### src/inc/scts_regs.svh
`ifndef SCTS_REGS_SVH
`define SCTS_REGS_SVH

// overtemperature filter, nominal and bounds in ns
`define SCTS_OT_FLT_NS       10000
`define SCTS_OT_FLT_MIN_NS   7500
`define SCTS_OT_FLT_MAX_NS   12500
`define SCTS_CLK_NS          100
// counts: nominal 10 us at 100 ns period
`define SCTS_OT_FLT_CYC      ((`SCTS_OT_FLT_NS + `SCTS_CLK_NS - 1) / `SCTS_CLK_NS)

// spread-spectrum modulator
`define SCTS_SSM_LEVELS      64
`define SCTS_SSM_HALF        32
`define SCTS_SSM_PERIOD      128
`define SCTS_SSM_STEP_PPM    1000

// temperature register layout
`define SCTS_TEMP_CODE_W     8
`define SCTS_TEMP_FAULT_BIT  8
`define SCTS_TEMP_CODE_RST   8'h00

// power-up sequence length in cycles
`define SCTS_PWRUP_CYC       16

`endif

### src/inc/scts_pkg.sv
package scts_pkg;
   typedef enum logic [3:0] {
      SCTS_ST_RESET   = 4'h1,
      SCTS_ST_PWRUP   = 4'h2,
      SCTS_ST_RUN     = 4'h4,
      SCTS_ST_OT_SHUT = 4'h8
   } scts_state_t;

   typedef struct packed {
      logic analog_core_rail_ok;
      logic digital_core_rail_ok;
      logic overtemp_cmp;
      logic overtemp_release;
   } scts_mon_t;

   typedef struct packed {
      logic       die_overheat_fault;
      logic [7:0] temperature_code;
   } scts_temp_reg_t;
endpackage

### src/rtl/scts_supervisor.sv
`timescale 1ns/10ps
`include "scts_regs.svh"
module scts_supervisor #(
   parameter int unsigned OT_FLT_CYC = `SCTS_OT_FLT_CYC,
   parameter int unsigned PWRUP_CYC  = `SCTS_PWRUP_CYC
) (
   input  wire logic                    clk,
   input  wire logic                    rst_n,
   input  wire scts_pkg::scts_mon_t     mon,
   input  wire logic                    osc_main_ok,
   input  wire logic                    sd_bit,
   input  wire logic                    sd_bit_valid,
   input  wire logic                    ssm_disable,
   input  wire logic                    temp_reg_read,
   output logic                         primary_reset_out_n,
   output logic                         secondary_reset_out_n,
   output logic                         outputs_enable,
   output logic                         charge_pump_enable,
   output logic                         regs_reset,
   output logic                         osc_use_redundant,
   output logic [5:0]                   ssm_level,
   output scts_pkg::scts_temp_reg_t     temp_reg
);
   import scts_pkg::*;

   localparam int unsigned OTW = $clog2(OT_FLT_CYC + 1);
   localparam int unsigned PUW = $clog2(PWRUP_CYC + 1);

   // two-stage synchronisers for analog monitor levels
   scts_mon_t   mon_s1_q;
   scts_mon_t   mon_s2_q;
   logic [2:0]  misc_s1_q;
   logic [2:0]  misc_s2_q;
   always_ff @(posedge clk) begin
      if (!rst_n) begin
         mon_s1_q  <= '0;
         mon_s2_q  <= '0;
         misc_s1_q <= '0;
         misc_s2_q <= '0;
      end else begin
         mon_s1_q  <= mon;
         mon_s2_q  <= mon_s1_q;
         misc_s1_q <= {osc_main_ok, sd_bit, sd_bit_valid};
         misc_s2_q <= misc_s1_q;
      end
   end

   logic rail_fail;
   assign rail_fail = !(mon_s2_q.analog_core_rail_ok && mon_s2_q.digital_core_rail_ok);

   // overtemperature filter counter
   logic [OTW-1:0] ot_cnt_q;
   logic           ot_fault;
   assign ot_fault = (ot_cnt_q == OTW'(OT_FLT_CYC));
   always_ff @(posedge clk) begin
      if (!rst_n || rail_fail || !mon_s2_q.overtemp_cmp)
         ot_cnt_q <= '0;
      else if (!ot_fault)
         ot_cnt_q <= ot_cnt_q + OTW'(1);
   end

   // supervisory state machine
   scts_state_t     state_q;
   logic [PUW-1:0]  pu_cnt_q;
   always_ff @(posedge clk) begin
      if (!rst_n) begin
         state_q  <= SCTS_ST_RESET;
         pu_cnt_q <= '0;
      end else if (rail_fail) begin
         state_q  <= SCTS_ST_RESET;
         pu_cnt_q <= '0;
      end else begin
         case (state_q)
            SCTS_ST_RESET: begin
               state_q  <= SCTS_ST_PWRUP;
               pu_cnt_q <= '0;
            end
            SCTS_ST_PWRUP: begin
               if (ot_fault)
                  state_q <= SCTS_ST_OT_SHUT;
               else if (pu_cnt_q == PUW'(PWRUP_CYC - 1))
                  state_q <= SCTS_ST_RUN;
               else
                  pu_cnt_q <= pu_cnt_q + PUW'(1);
            end
            SCTS_ST_RUN: begin
               if (ot_fault)
                  state_q <= SCTS_ST_OT_SHUT;
            end
            SCTS_ST_OT_SHUT: begin
               // wait for cooling below release before restarting
               if (mon_s2_q.overtemp_release && !mon_s2_q.overtemp_cmp) begin
                  state_q  <= SCTS_ST_PWRUP;
                  pu_cnt_q <= '0;
               end
            end
            default: state_q <= SCTS_ST_RESET;
         endcase
      end
   end

   // reset outputs share one condition so they can never disagree
   always_ff @(posedge clk) begin
      if (!rst_n) begin
         primary_reset_out_n   <= 1'b0;
         secondary_reset_out_n <= 1'b0;
      end else begin
         primary_reset_out_n   <= !rail_fail && state_q != SCTS_ST_RESET;
         secondary_reset_out_n <= !rail_fail && state_q != SCTS_ST_RESET;
      end
   end

   // drivers and regulators: run state only, dropped on the cycle the filter trips
   always_ff @(posedge clk) begin
      if (!rst_n)
         outputs_enable <= 1'b0;
      else
         outputs_enable <= !rail_fail && !ot_fault && state_q == SCTS_ST_RUN;
   end

   // charge pump survives an overtemperature shutdown
   always_ff @(posedge clk) begin
      if (!rst_n)
         charge_pump_enable <= 1'b0;
      else
         charge_pump_enable <= !rail_fail && state_q != SCTS_ST_RESET;
   end

   // serial registers held while rails are bad or the state machine is in SCTS_ST_RESET
   always_ff @(posedge clk) begin
      if (!rst_n)
         regs_reset <= 1'b1;
      else
         regs_reset <= rail_fail || state_q == SCTS_ST_RESET;
   end

   // redundant oscillator select; the core clock mux lives in the analog macro
   always_ff @(posedge clk) begin
      if (!rst_n)
         osc_use_redundant <= 1'b0;
      else
         osc_use_redundant <= !misc_s2_q[2];
   end

   // triangular modulator: 64 levels up then down, 128 steps per sweep
   logic       ssm_up_q;
   always_ff @(posedge clk) begin
      if (!rst_n || ssm_disable) begin
         ssm_level <= 6'h20;
         ssm_up_q  <= 1'b1;
      end else if (ssm_up_q) begin
         if (ssm_level == 6'h3f)
            ssm_up_q <= 1'b0;
         else
            ssm_level <= ssm_level + 6'h01;
      end else begin
         if (ssm_level == 6'h00)
            ssm_up_q <= 1'b1;
         else
            ssm_level <= ssm_level - 6'h01;
      end
   end

   // sigma-delta decimation: count ones over 255 samples
   logic [7:0] sd_win_q;
   logic [7:0] sd_acc_q;
   logic [7:0] temp_code_q;
   logic       ot_flag_q;
   logic       sd_win_last;
   logic [7:0] sd_sample;
   assign sd_win_last = (sd_win_q == 8'hfe);
   assign sd_sample   = {7'h00, misc_s2_q[1]};
   always_ff @(posedge clk) begin
      if (!rst_n || regs_reset) begin
         sd_win_q <= '0;
         sd_acc_q <= '0;
      end else if (misc_s2_q[0]) begin
         if (sd_win_last) begin
            sd_win_q <= '0;
            sd_acc_q <= '0;
         end else begin
            sd_win_q <= sd_win_q + 8'h01;
            sd_acc_q <= sd_acc_q + sd_sample;
         end
      end
   end

   // code/255 spans full scale, matching the conversion formula
   always_ff @(posedge clk) begin
      if (!rst_n || regs_reset)
         temp_code_q <= `SCTS_TEMP_CODE_RST;
      else if (misc_s2_q[0] && sd_win_last)
         temp_code_q <= sd_acc_q + sd_sample;
   end

   // fault flag: set wins over read clear; cleared by rail reset (no sticky UV)
   always_ff @(posedge clk) begin
      if (!rst_n || rail_fail)
         ot_flag_q <= 1'b0;
      else if (ot_fault)
         ot_flag_q <= 1'b1;
      else if (temp_reg_read)
         ot_flag_q <= 1'b0;
   end

   // one register per field keeps each flop with a single writer
   assign temp_reg = '{die_overheat_fault: ot_flag_q, temperature_code: temp_code_q};
endmodule

### config.mk
export PLATFORM = sky130hd
export DESIGN_NAME = scts_supervisor
export DESIGN_NICKNAME = d
export VERILOG_FILES = /design/src/inc/scts_pkg.sv /design/src/rtl/scts_supervisor.sv
export VERILOG_INCLUDE_DIRS = /design/src /design/src/inc
export SDC_FILE = /design/constraint.sdc
export NUM_CORES = 1
export LEC_CHECK = 0
export ABC_CLOCK_PERIOD_IN_PS = 1600
export BUFFER_PORTS_ARGS = -buffer_cell sky130_fd_sc_hd__buf_2
export CAP_MARGIN = 30
export CORE_MARGIN = 4
export CORE_UTILIZATION = 52
export CTS_CLUSTER_DIAMETER = 100
export DETAILED_ROUTE_END_ITERATION = 12
export GPL_TIMING_DRIVEN = 0
export HOLD_SLACK_MARGIN = 0.12
export MAX_ROUTING_LAYER = met4
export PLACE_DENSITY = 0.73
export SETUP_SLACK_MARGIN = 0.1
export SYNTH_ARGS = -nofsm -noshare
export SYNTH_HDL_FRONTEND = slang
export SYNTH_SLANG_ARGS = --single-unit
### constraint.sdc
create_clock -name clk -period 1.6 [get_ports clk]
set_input_delay 0 -clock clk [delete_from_list [all_inputs] [get_ports clk]]
set_output_delay 0 -clock clk [all_outputs]
set_load 0.01 [all_outputs]
==> results.py, run 1 <==
metrics = {
    "status": {
        "status": "finished, violations left",
        "failed_checks": "negative setup slack",
    },
    "sta": {
        "slew-limit-headroom_pct": 57.5,
        "rsz0062_at_grt": "yes",
        "drv_slew": 0,
        "skew_ns": 0.00585,
        "fin_crit_sh_pct": 102,
        "fmax_mhz": 615,
        "whs_ns": 0.138,
        "hold_violations": 0,
        "timing.final.ws_setup_ns": -0.0270,
        "setup_violations": 5,
        "worst_slew_pin_slew_ns": 0.633,
        "min_period_ns": 1.63,
    },
    "power": {
        "switching_share_pct": 20.3,
        "p_int_mw": 2.74,
        "leakage_nw": 1.47,
        "pwr-share-clk_pct": 48.6,
        "ir_worst_vdd_v": 0.000754,
        "powerDensity_nw_per_um2": 886,
        "power_mw": 3.44,
        "p_seq_share_pct": 48.5,
        "p_switching_uw": 699,
        "p_comb_share_pct": 2.9,
    },
    "layout": {
        "diodes": 0,
        "final_core_util_pct": 75.6,
        "final_cell_count_no_fill": 440,
        "syn_to_final_growth_pct": 40.1,
        "drive_gt1_share_pct": 38.9,
        "fin_nets": 389,
        "finalInstanceArea_um2": 3880,
    },
    "min_path": {
        "worstHoldPathCells": 4,
        "hold_start": "rst_n",
        "holdPathEnd": "temp_code_q[6]",
        "hold_class": "input port to flop",
    },
    "synth": {
        "ys_seq_elements": 66,
        "synth-edff-count": 0,
        "synthArstFlopShare_pct": 0,
        "yosysTopAreaCellShare_pct": 47.7,
        "yosys.area.top_type": "dfxtp_1",
        "syn_area_um2": 2770,
        "syn_avg_cell_area_um2": 9.50,
        "synth-main-ff-cell": "dfxtp_1",
        "yosys_warnings": 0,
        "netlist_instances": 292,
        "synth.most_common_cell": "dfxtp_1",
        "ys_seq_area_share_pct": 47.7,
        "synthTopCellsByArea": "dfxtp_1 (48%), ha_1 (5.4%), xor2_1 (5.1%)",
        "synthTopCellsByCount": "dfxtp_1 (66), nor2_1 (34), a21oi_1 (20)",
        "synthDistinctLibCells": 48,
        "syn_nets": 316,
    },
    "drt": {
        "firstDrtPassIters": 4,
        "drc": 0,
        "routedLengthMet1_um": 2830,
        "routed_wl_um": 6140,
        "vias": 2331,
        "met3_length_um": 227,
        "ant_nets": 0,
        "top_layer": "met4",
        "viasPerCell": 5.30,
        "dr_wl_met2_um": 2980,
        "drt_iter0_markers": 155,
        "wl_per_cell_um": 13.9,
    },
    "setup_path": {
        "ff2ff_path_depth": 5,
        "critical_path.max_fanout": 6,
        "regToRegEndpoint": "ssm_up_q",
        "worstReg2RegStart": "ssm_level[3]",
        "crit_type": "flop to flop",
        "reg2reg_slack_ns": -0.03,
        "cp_data_arrival_time_ns": 1.90,
        "setup.worst_path.start_class": "flop",
        "worstPathRequired_ns": 1.87,
        "crit_path_end_kind": "flop",
    },
    "grt": {
        "grt_pass1_wl_um": 10400,
        "antenna_found_initial": 0,
        "grt_pass1_vias": 2285,
        "grt.overflow.total": 0,
        "grtUsageTotal_pct": 21.0,
        "grt_max_degree": 13,
    },
    "floorplanning": {
        "die_h_um": 81.0,
        "start_util_pct": 53.9,
        "core_region_area_um2": 5140,
        "rows": 26,
        "dieArea_um2": 6560,
        "chipWidth_um": 81.0,
        "num_io_pins": 32,
    },
    "placed_design": {
        "place.gp.congestion": 0.823,
        "dp_hpwl_um": 3590,
        "dp.cells": 393,
        "place_area_um2": 3080,
        "port_buffers": 31,
    },
    "clock_network": {
        "cts_root_buffer": "clkbuf_8",
        "cts.path.max_buffers": 2,
        "cts.clk_slew.worst_paths_ns": 0.07,
        "htreeDepth": 3,
        "numCtsBuffers": 9,
        "clock_latency_ns": 0.34,
        "cts_sinks": 66,
        "cts_tree": "done",
    },
    "job": {
        "max_cap_violations": 0,
    },
}
## area by class of cell
cell class	instances	area [um2]
multi-input combinational	205	1680
clock buffer	9	124
buffer	7	48.8
inverter	14	55.1
fill	361	1250
sequential	66	1350
tap	70	87.6
clock inverter	7	118
timing repair buffer	62	425
## per-layer routing
layer	track usage, %	vias to the layer above
met3	4.21	9
met1	26.0	1102
met2	33.0	50
met5	-	-
li1	-	1170
met4	9.29	0
## critical path, stage by stage, from the launching register on
cell and delay, ns:
dfxtp_2 0.33, or4_4 0.54, nor4_4 0.23, buf_4 0.17, nand2b_4 0.17, a21o_1 0.12
## state kept, by name (all words and copies together), names as in the netlist, 3 cells and up
register and cells:
sd_acc_q 8, state_q 4, misc_s1_q 3, ot_cnt_q 7, mon_s2_q 4, pu_cnt_q 5
ssm_level 6, temp_code_q 8, mon_s1_q 4, sd_win_q 8, misc_s2_q 3
## per-stage QoR
step	setup TNS, ns	setup slack (ns)
6_report	-0.0578	-0.0270
4_1_cts	0	0.00970
3_3_place_gp	-0.364	-0.0768
3_5_place_dp	-0.558	-0.0998
5_1_grt	-0.977	-0.101
2_1_floorplan	0	0.0911
## worst max path at each step
stage                 start          end  cells after the start
2_1_floorplan   pu_cnt_q[1]  pu_cnt_q[4]                      7
3_3_place_gp    ot_cnt_q[0]  pu_cnt_q[2]                      7
3_5_place_dp    ot_cnt_q[0]  pu_cnt_q[2]                      7
4_1_cts         pu_cnt_q[0]  pu_cnt_q[1]                      8
5_1_grt         ot_cnt_q[0]  pu_cnt_q[0]                      8
6_report       ssm_level[3]     ssm_up_q                      5
## cell usage in the layout (no fill, tap or decap), types with 4 or more instances in the layout
| master | instances |
|---|---|
| dfxtp_1 | 49 |
| buf_2 | 31 |
| nor2_1 | 30 |
| buf_4 | 22 |
| xor2_1 | 16 |
| and2_1 | 15 |
| dfxtp_2 | 14 |
| a21oi_1 | 11 |
| nand2_1 | 10 |
| nand3_1 | 10 |
| inv_1 | 9 |
| a21oi_2 | 9 |
| clkbuf_8 | 9 |
| dlygate4sd3_1 | 9 |
| xnor2_1 | 7 |
| nor3_1 | 6 |
| ha_4 | 6 |
| nand4_1 | 5 |
| ha_1 | 5 |
| and3_4 | 4 |
| a22o_1 | 4 |
| o21ai_0 | 4 |
| a22oi_1 | 4 |
| o2bb2ai_1 | 4 |
## power groups by stage
stage	clock (mW)	sequential [mW]	combinational (mW)
finish	1.67	1.67	0.0985
floorplan	0	1.71	0.0342
global placement	0	1.71	0.0582
CTS	1.69	1.67	0.0867
detailed placement	0	1.71	0.0598
global route	1.77	1.67	0.110
## cells by family (layout without fill, tap and decap cells)
group / Yosys count / after routing / share of synthesized area (%)
buf+inv: 21 / 99 / 3.25
simple gates: 112 / 112 / 21.4
fa+ha+maj: 13 / 13 / 6.14
flops: 66 / 66 / 47.7
xor+xnor: 24 / 24 / 7.58
compound gates: 56 / 56 / 14.0
## what timing repair did
item | in CTS | in global routing
cloned | 0 | 0
resized for setup | 52 | 25
hold buffers | 9 | 0
endpoints found under the hold margin | 15 | 0
setup endpoints to repair | 39 | 43
pin swaps | 13 | 13
setup buffers | 15 | 9
Power figures use the tool's default switching activity.
==> inputs of run 2 (changes only) <==
--- a/config.mk
+++ b/config.mk
@@ -6,6 +6,7 @@
 export SDC_FILE = /design/constraint.sdc
 export NUM_CORES = 1
 export LEC_CHECK = 0
+export ABC_AREA = 1
 export ABC_CLOCK_PERIOD_IN_PS = 1600
 export BUFFER_PORTS_ARGS = -buffer_cell sky130_fd_sc_hd__buf_2
 export CAP_MARGIN = 30
==> results.py, run 2 <==
metrics = {
    "setup_path": {
        "ff2ff_path_depth": 8,
        "critical_path.max_fanout": 5,
        "worstPathRequired_ns": 1.87,
        "cp_slowest_cell": "dfxtp_4",
        "cp_cell_sequence": "clkinvlp_4 > ha_4 > nand2_1 > inv_1 > nand4_1 > nand4_1 > nand2_1 > o21bai_1",
        "crit_path_end_kind": "flop",
        "cp_data_arrival_time_ns": 1.72,
        "setup.worst_path.start_class": "flop",
        "regToRegEndpoint": "ssm_level[5]",
        "worstReg2RegStart": "ssm_up_q",
        "crit_type": "flop to flop",
        "max_stage_delay_ns": 0.37,
        "reg2reg_slack_ns": 0.14,
    },
    "power": {
        "p_comb_share_pct": 2.8,
        "power_mw": 3.16,
        "leakage_nw": 1.73,
        "p_int_mw": 2.51,
        "p_seq_share_pct": 52.9,
        "switching_share_pct": 20.5,
        "p_switching_uw": 647,
        "ir_worst_vdd_v": 0.000648,
        "pwr-share-clk_pct": 44.2,
        "powerDensity_nw_per_um2": 840,
    },
    "clock_network": {
        "cts.clk_slew.worst_paths_ns": 0.07,
        "cts_root_buffer": "clkbuf_8",
        "cts_tree": "done",
        "cts_sinks": 66,
        "htreeDepth": 3,
        "clock_latency_ns": 0.33,
        "cts.path.max_buffers": 2,
        "numCtsBuffers": 9,
    },
    "floorplanning": {
        "die_h_um": 83.2,
        "chipWidth_um": 83.2,
        "start_util_pct": 53.4,
        "num_io_pins": 32,
        "core_region_area_um2": 5510,
        "rows": 27,
        "dieArea_um2": 6920,
    },
    "sta": {
        "skew_ns": 0.00630,
        "rsz0062_at_grt": "yes",
        "slew-limit-headroom_pct": 75.4,
        "min_period_ns": 1.46,
        "worst_slew_pin_slew_ns": 0.369,
        "hold_violations": 0,
        "setup_violations": 0,
        "fin_crit_sh_pct": 91.0,
        "fmax_mhz": 687,
        "drv_slew": 0,
        "setup_tns_ns": 0,
    },
    "synth": {
        "yosys.area.top_type": "dfxtp_1",
        "ys_seq_area_share_pct": 45.0,
        "synthArstFlopShare_pct": 0,
        "netlist_instances": 393,
        "yosysTopAreaCellShare_pct": 45.0,
        "synth.most_common_cell": "nand2_1",
        "syn_area_um2": 2940,
        "ys_seq_elements": 66,
        "synthTopCellsByArea": "dfxtp_1 (45%), nand2_1 (14%), inv_1 (6.9%)",
        "syn_nets": 417,
        "syn_avg_cell_area_um2": 7.48,
        "synthTopCellsByCount": "nand2_1 (113), dfxtp_1 (66), inv_1 (54)",
        "yosys_warnings": 0,
        "synth-main-ff-cell": "dfxtp_1",
        "synthDistinctLibCells": 35,
        "synth-edff-count": 0,
    },
    "status": {
        "status": "finished, final reports clean",
    },
    "min_path": {
        "hold_class": "input port to flop",
        "holdPathEnd": "mon_s1_q[3]",
        "hold_start": "mon[3]",
        "worstHoldPathCells": 4,
    },
    "layout": {
        "diodes": 0,
        "layout_common_cells": "nand2_1 (109), dfxtp_1 (58), inv_1 (51)",
        "n_fill_cell": 455,
        "finalInstanceArea_um2": 3760,
        "final_common_cell": "nand2_1",
        "drive_gt1_share_pct": 24.2,
        "syn_to_final_growth_pct": 28.0,
        "reg_top3": "sd_acc_q: 8 flops, sd_win_q: 8 flops, temp_code_q: 8 flops",
        "fin_nets": 478,
        "final_cell_count_no_fill": 531,
    },
    "placed_design": {
        "dp.cells": 495,
        "place_area_um2": 3180,
        "place.gp.congestion": 0.920,
        "dp_hpwl_um": 3970,
        "port_buffers": 30,
    },
    "grt": {
        "antenna_found_initial": 0,
        "grt_pass1_wl_um": 10300,
        "grtUsageTotal_pct": 18.5,
        "grt.overflow.total": 0,
        "grt_max_degree": 11,
        "grt_pass1_vias": 2459,
    },
    "drt": {
        "firstDrtPassIters": 5,
        "wl_per_cell_um": 11.4,
        "routed_wl_um": 6040,
        "drt_iter0_markers": 90,
        "drc": 0,
        "ant_nets": 0,
        "viasPerCell": 4.94,
        "vias": 2623,
    },
    "job": {
        "max_cap_violations": 0,
    },
}
-- run 2: cell families after synthesis --
family,share of synthesized area (%)
simple gates,29.8
flops,45.0
buf+inv,9.03
compound gates,6.86
fa+ha+maj,5.79
xor+xnor,3.58
-- run 2: layer usage --
layer  GRT usage (%)  routed length [um]
met5               -                   0
met4            8.62                 134
met3            4.07                 209
met2            30.8                2990
met1            21.1                2700
-- run 2: worst max path at each step --
stage,cells past startpoint,from,slack (ns),endpoint
after floorplan,5,ssm_level[0],0.12,ssm_level[4]
after global placement,6,ssm_up_q,0.04,ssm_level[4]
after detailed placement,6,ssm_up_q,0.007,ssm_level[4]
after CTS,7,sd_acc_q[0],0.10,sd_acc_q[6]
after global routing,7,ssm_up_q,0.06,ssm_level[5]
final,8,ssm_up_q,0.14,ssm_level[5]
-- run 2: layout make-up --
cell class / count / area (um2) / share of cell area [%]
Timing Repair Buffer: 50 / 330 / 8.78
Multi-Input combinational cell: 262 / 1540 / 40.8
Buffer: 7 / 46.3 / 1.23
Sequential cell: 66 / 1330 / 35.5
Clock inverter: 2 / 35.0 / 0.931
Clock buffer: 14 / 163 / 4.32
Inverter: 58 / 228 / 6.05
Tap cell: 72 / 90.1 / 2.40
-- run 2: per-stage QoR --
step	hold WS, ns	util [%]	worst slack, ns
after floorplan	0.0976	-	0.116
after global placement	0.182	57.7	0.0381
after detailed placement	0.186	57.7	0.00660
after CTS	0.373	64.2	0.103
after global routing	0.409	68.3	0.0599
final	0.389	68.3	0.145
-- run 2: power by group through the flow --
stage                     Sequential (mW)  Combinational [mW]  Clock [mW]
final                                1.67              0.0899        1.40
after global routing                 1.67               0.103        1.51
after CTS                            1.67              0.0874        1.43
after detailed placement             1.71              0.0648           0
after global placement               1.71              0.0630           0
after floorplan                      1.71              0.0389           0
-- run 2: critical path: cells and delay by family, from the launching register on --
family | cells | cell delay (ns)
flops | 1 | 0.37
fa+ha+maj | 1 | 0.34
buf+inv | 2 | 0.24
compound gates | 1 | 0.12
simple gates | 4 | 0.31
-- run 2: what timing repair did --
| action | CTS | global route |
|---|---|---|
| pin swaps | 2 | 9 |
| hold buffers | 12 | 0 |
| endpoints found under the setup margin | 11 | 29 |
| hold endpoints to repair | 17 | 0 |
| setup buffers | 2 | 6 |
| resized for setup | 12 | 40 |
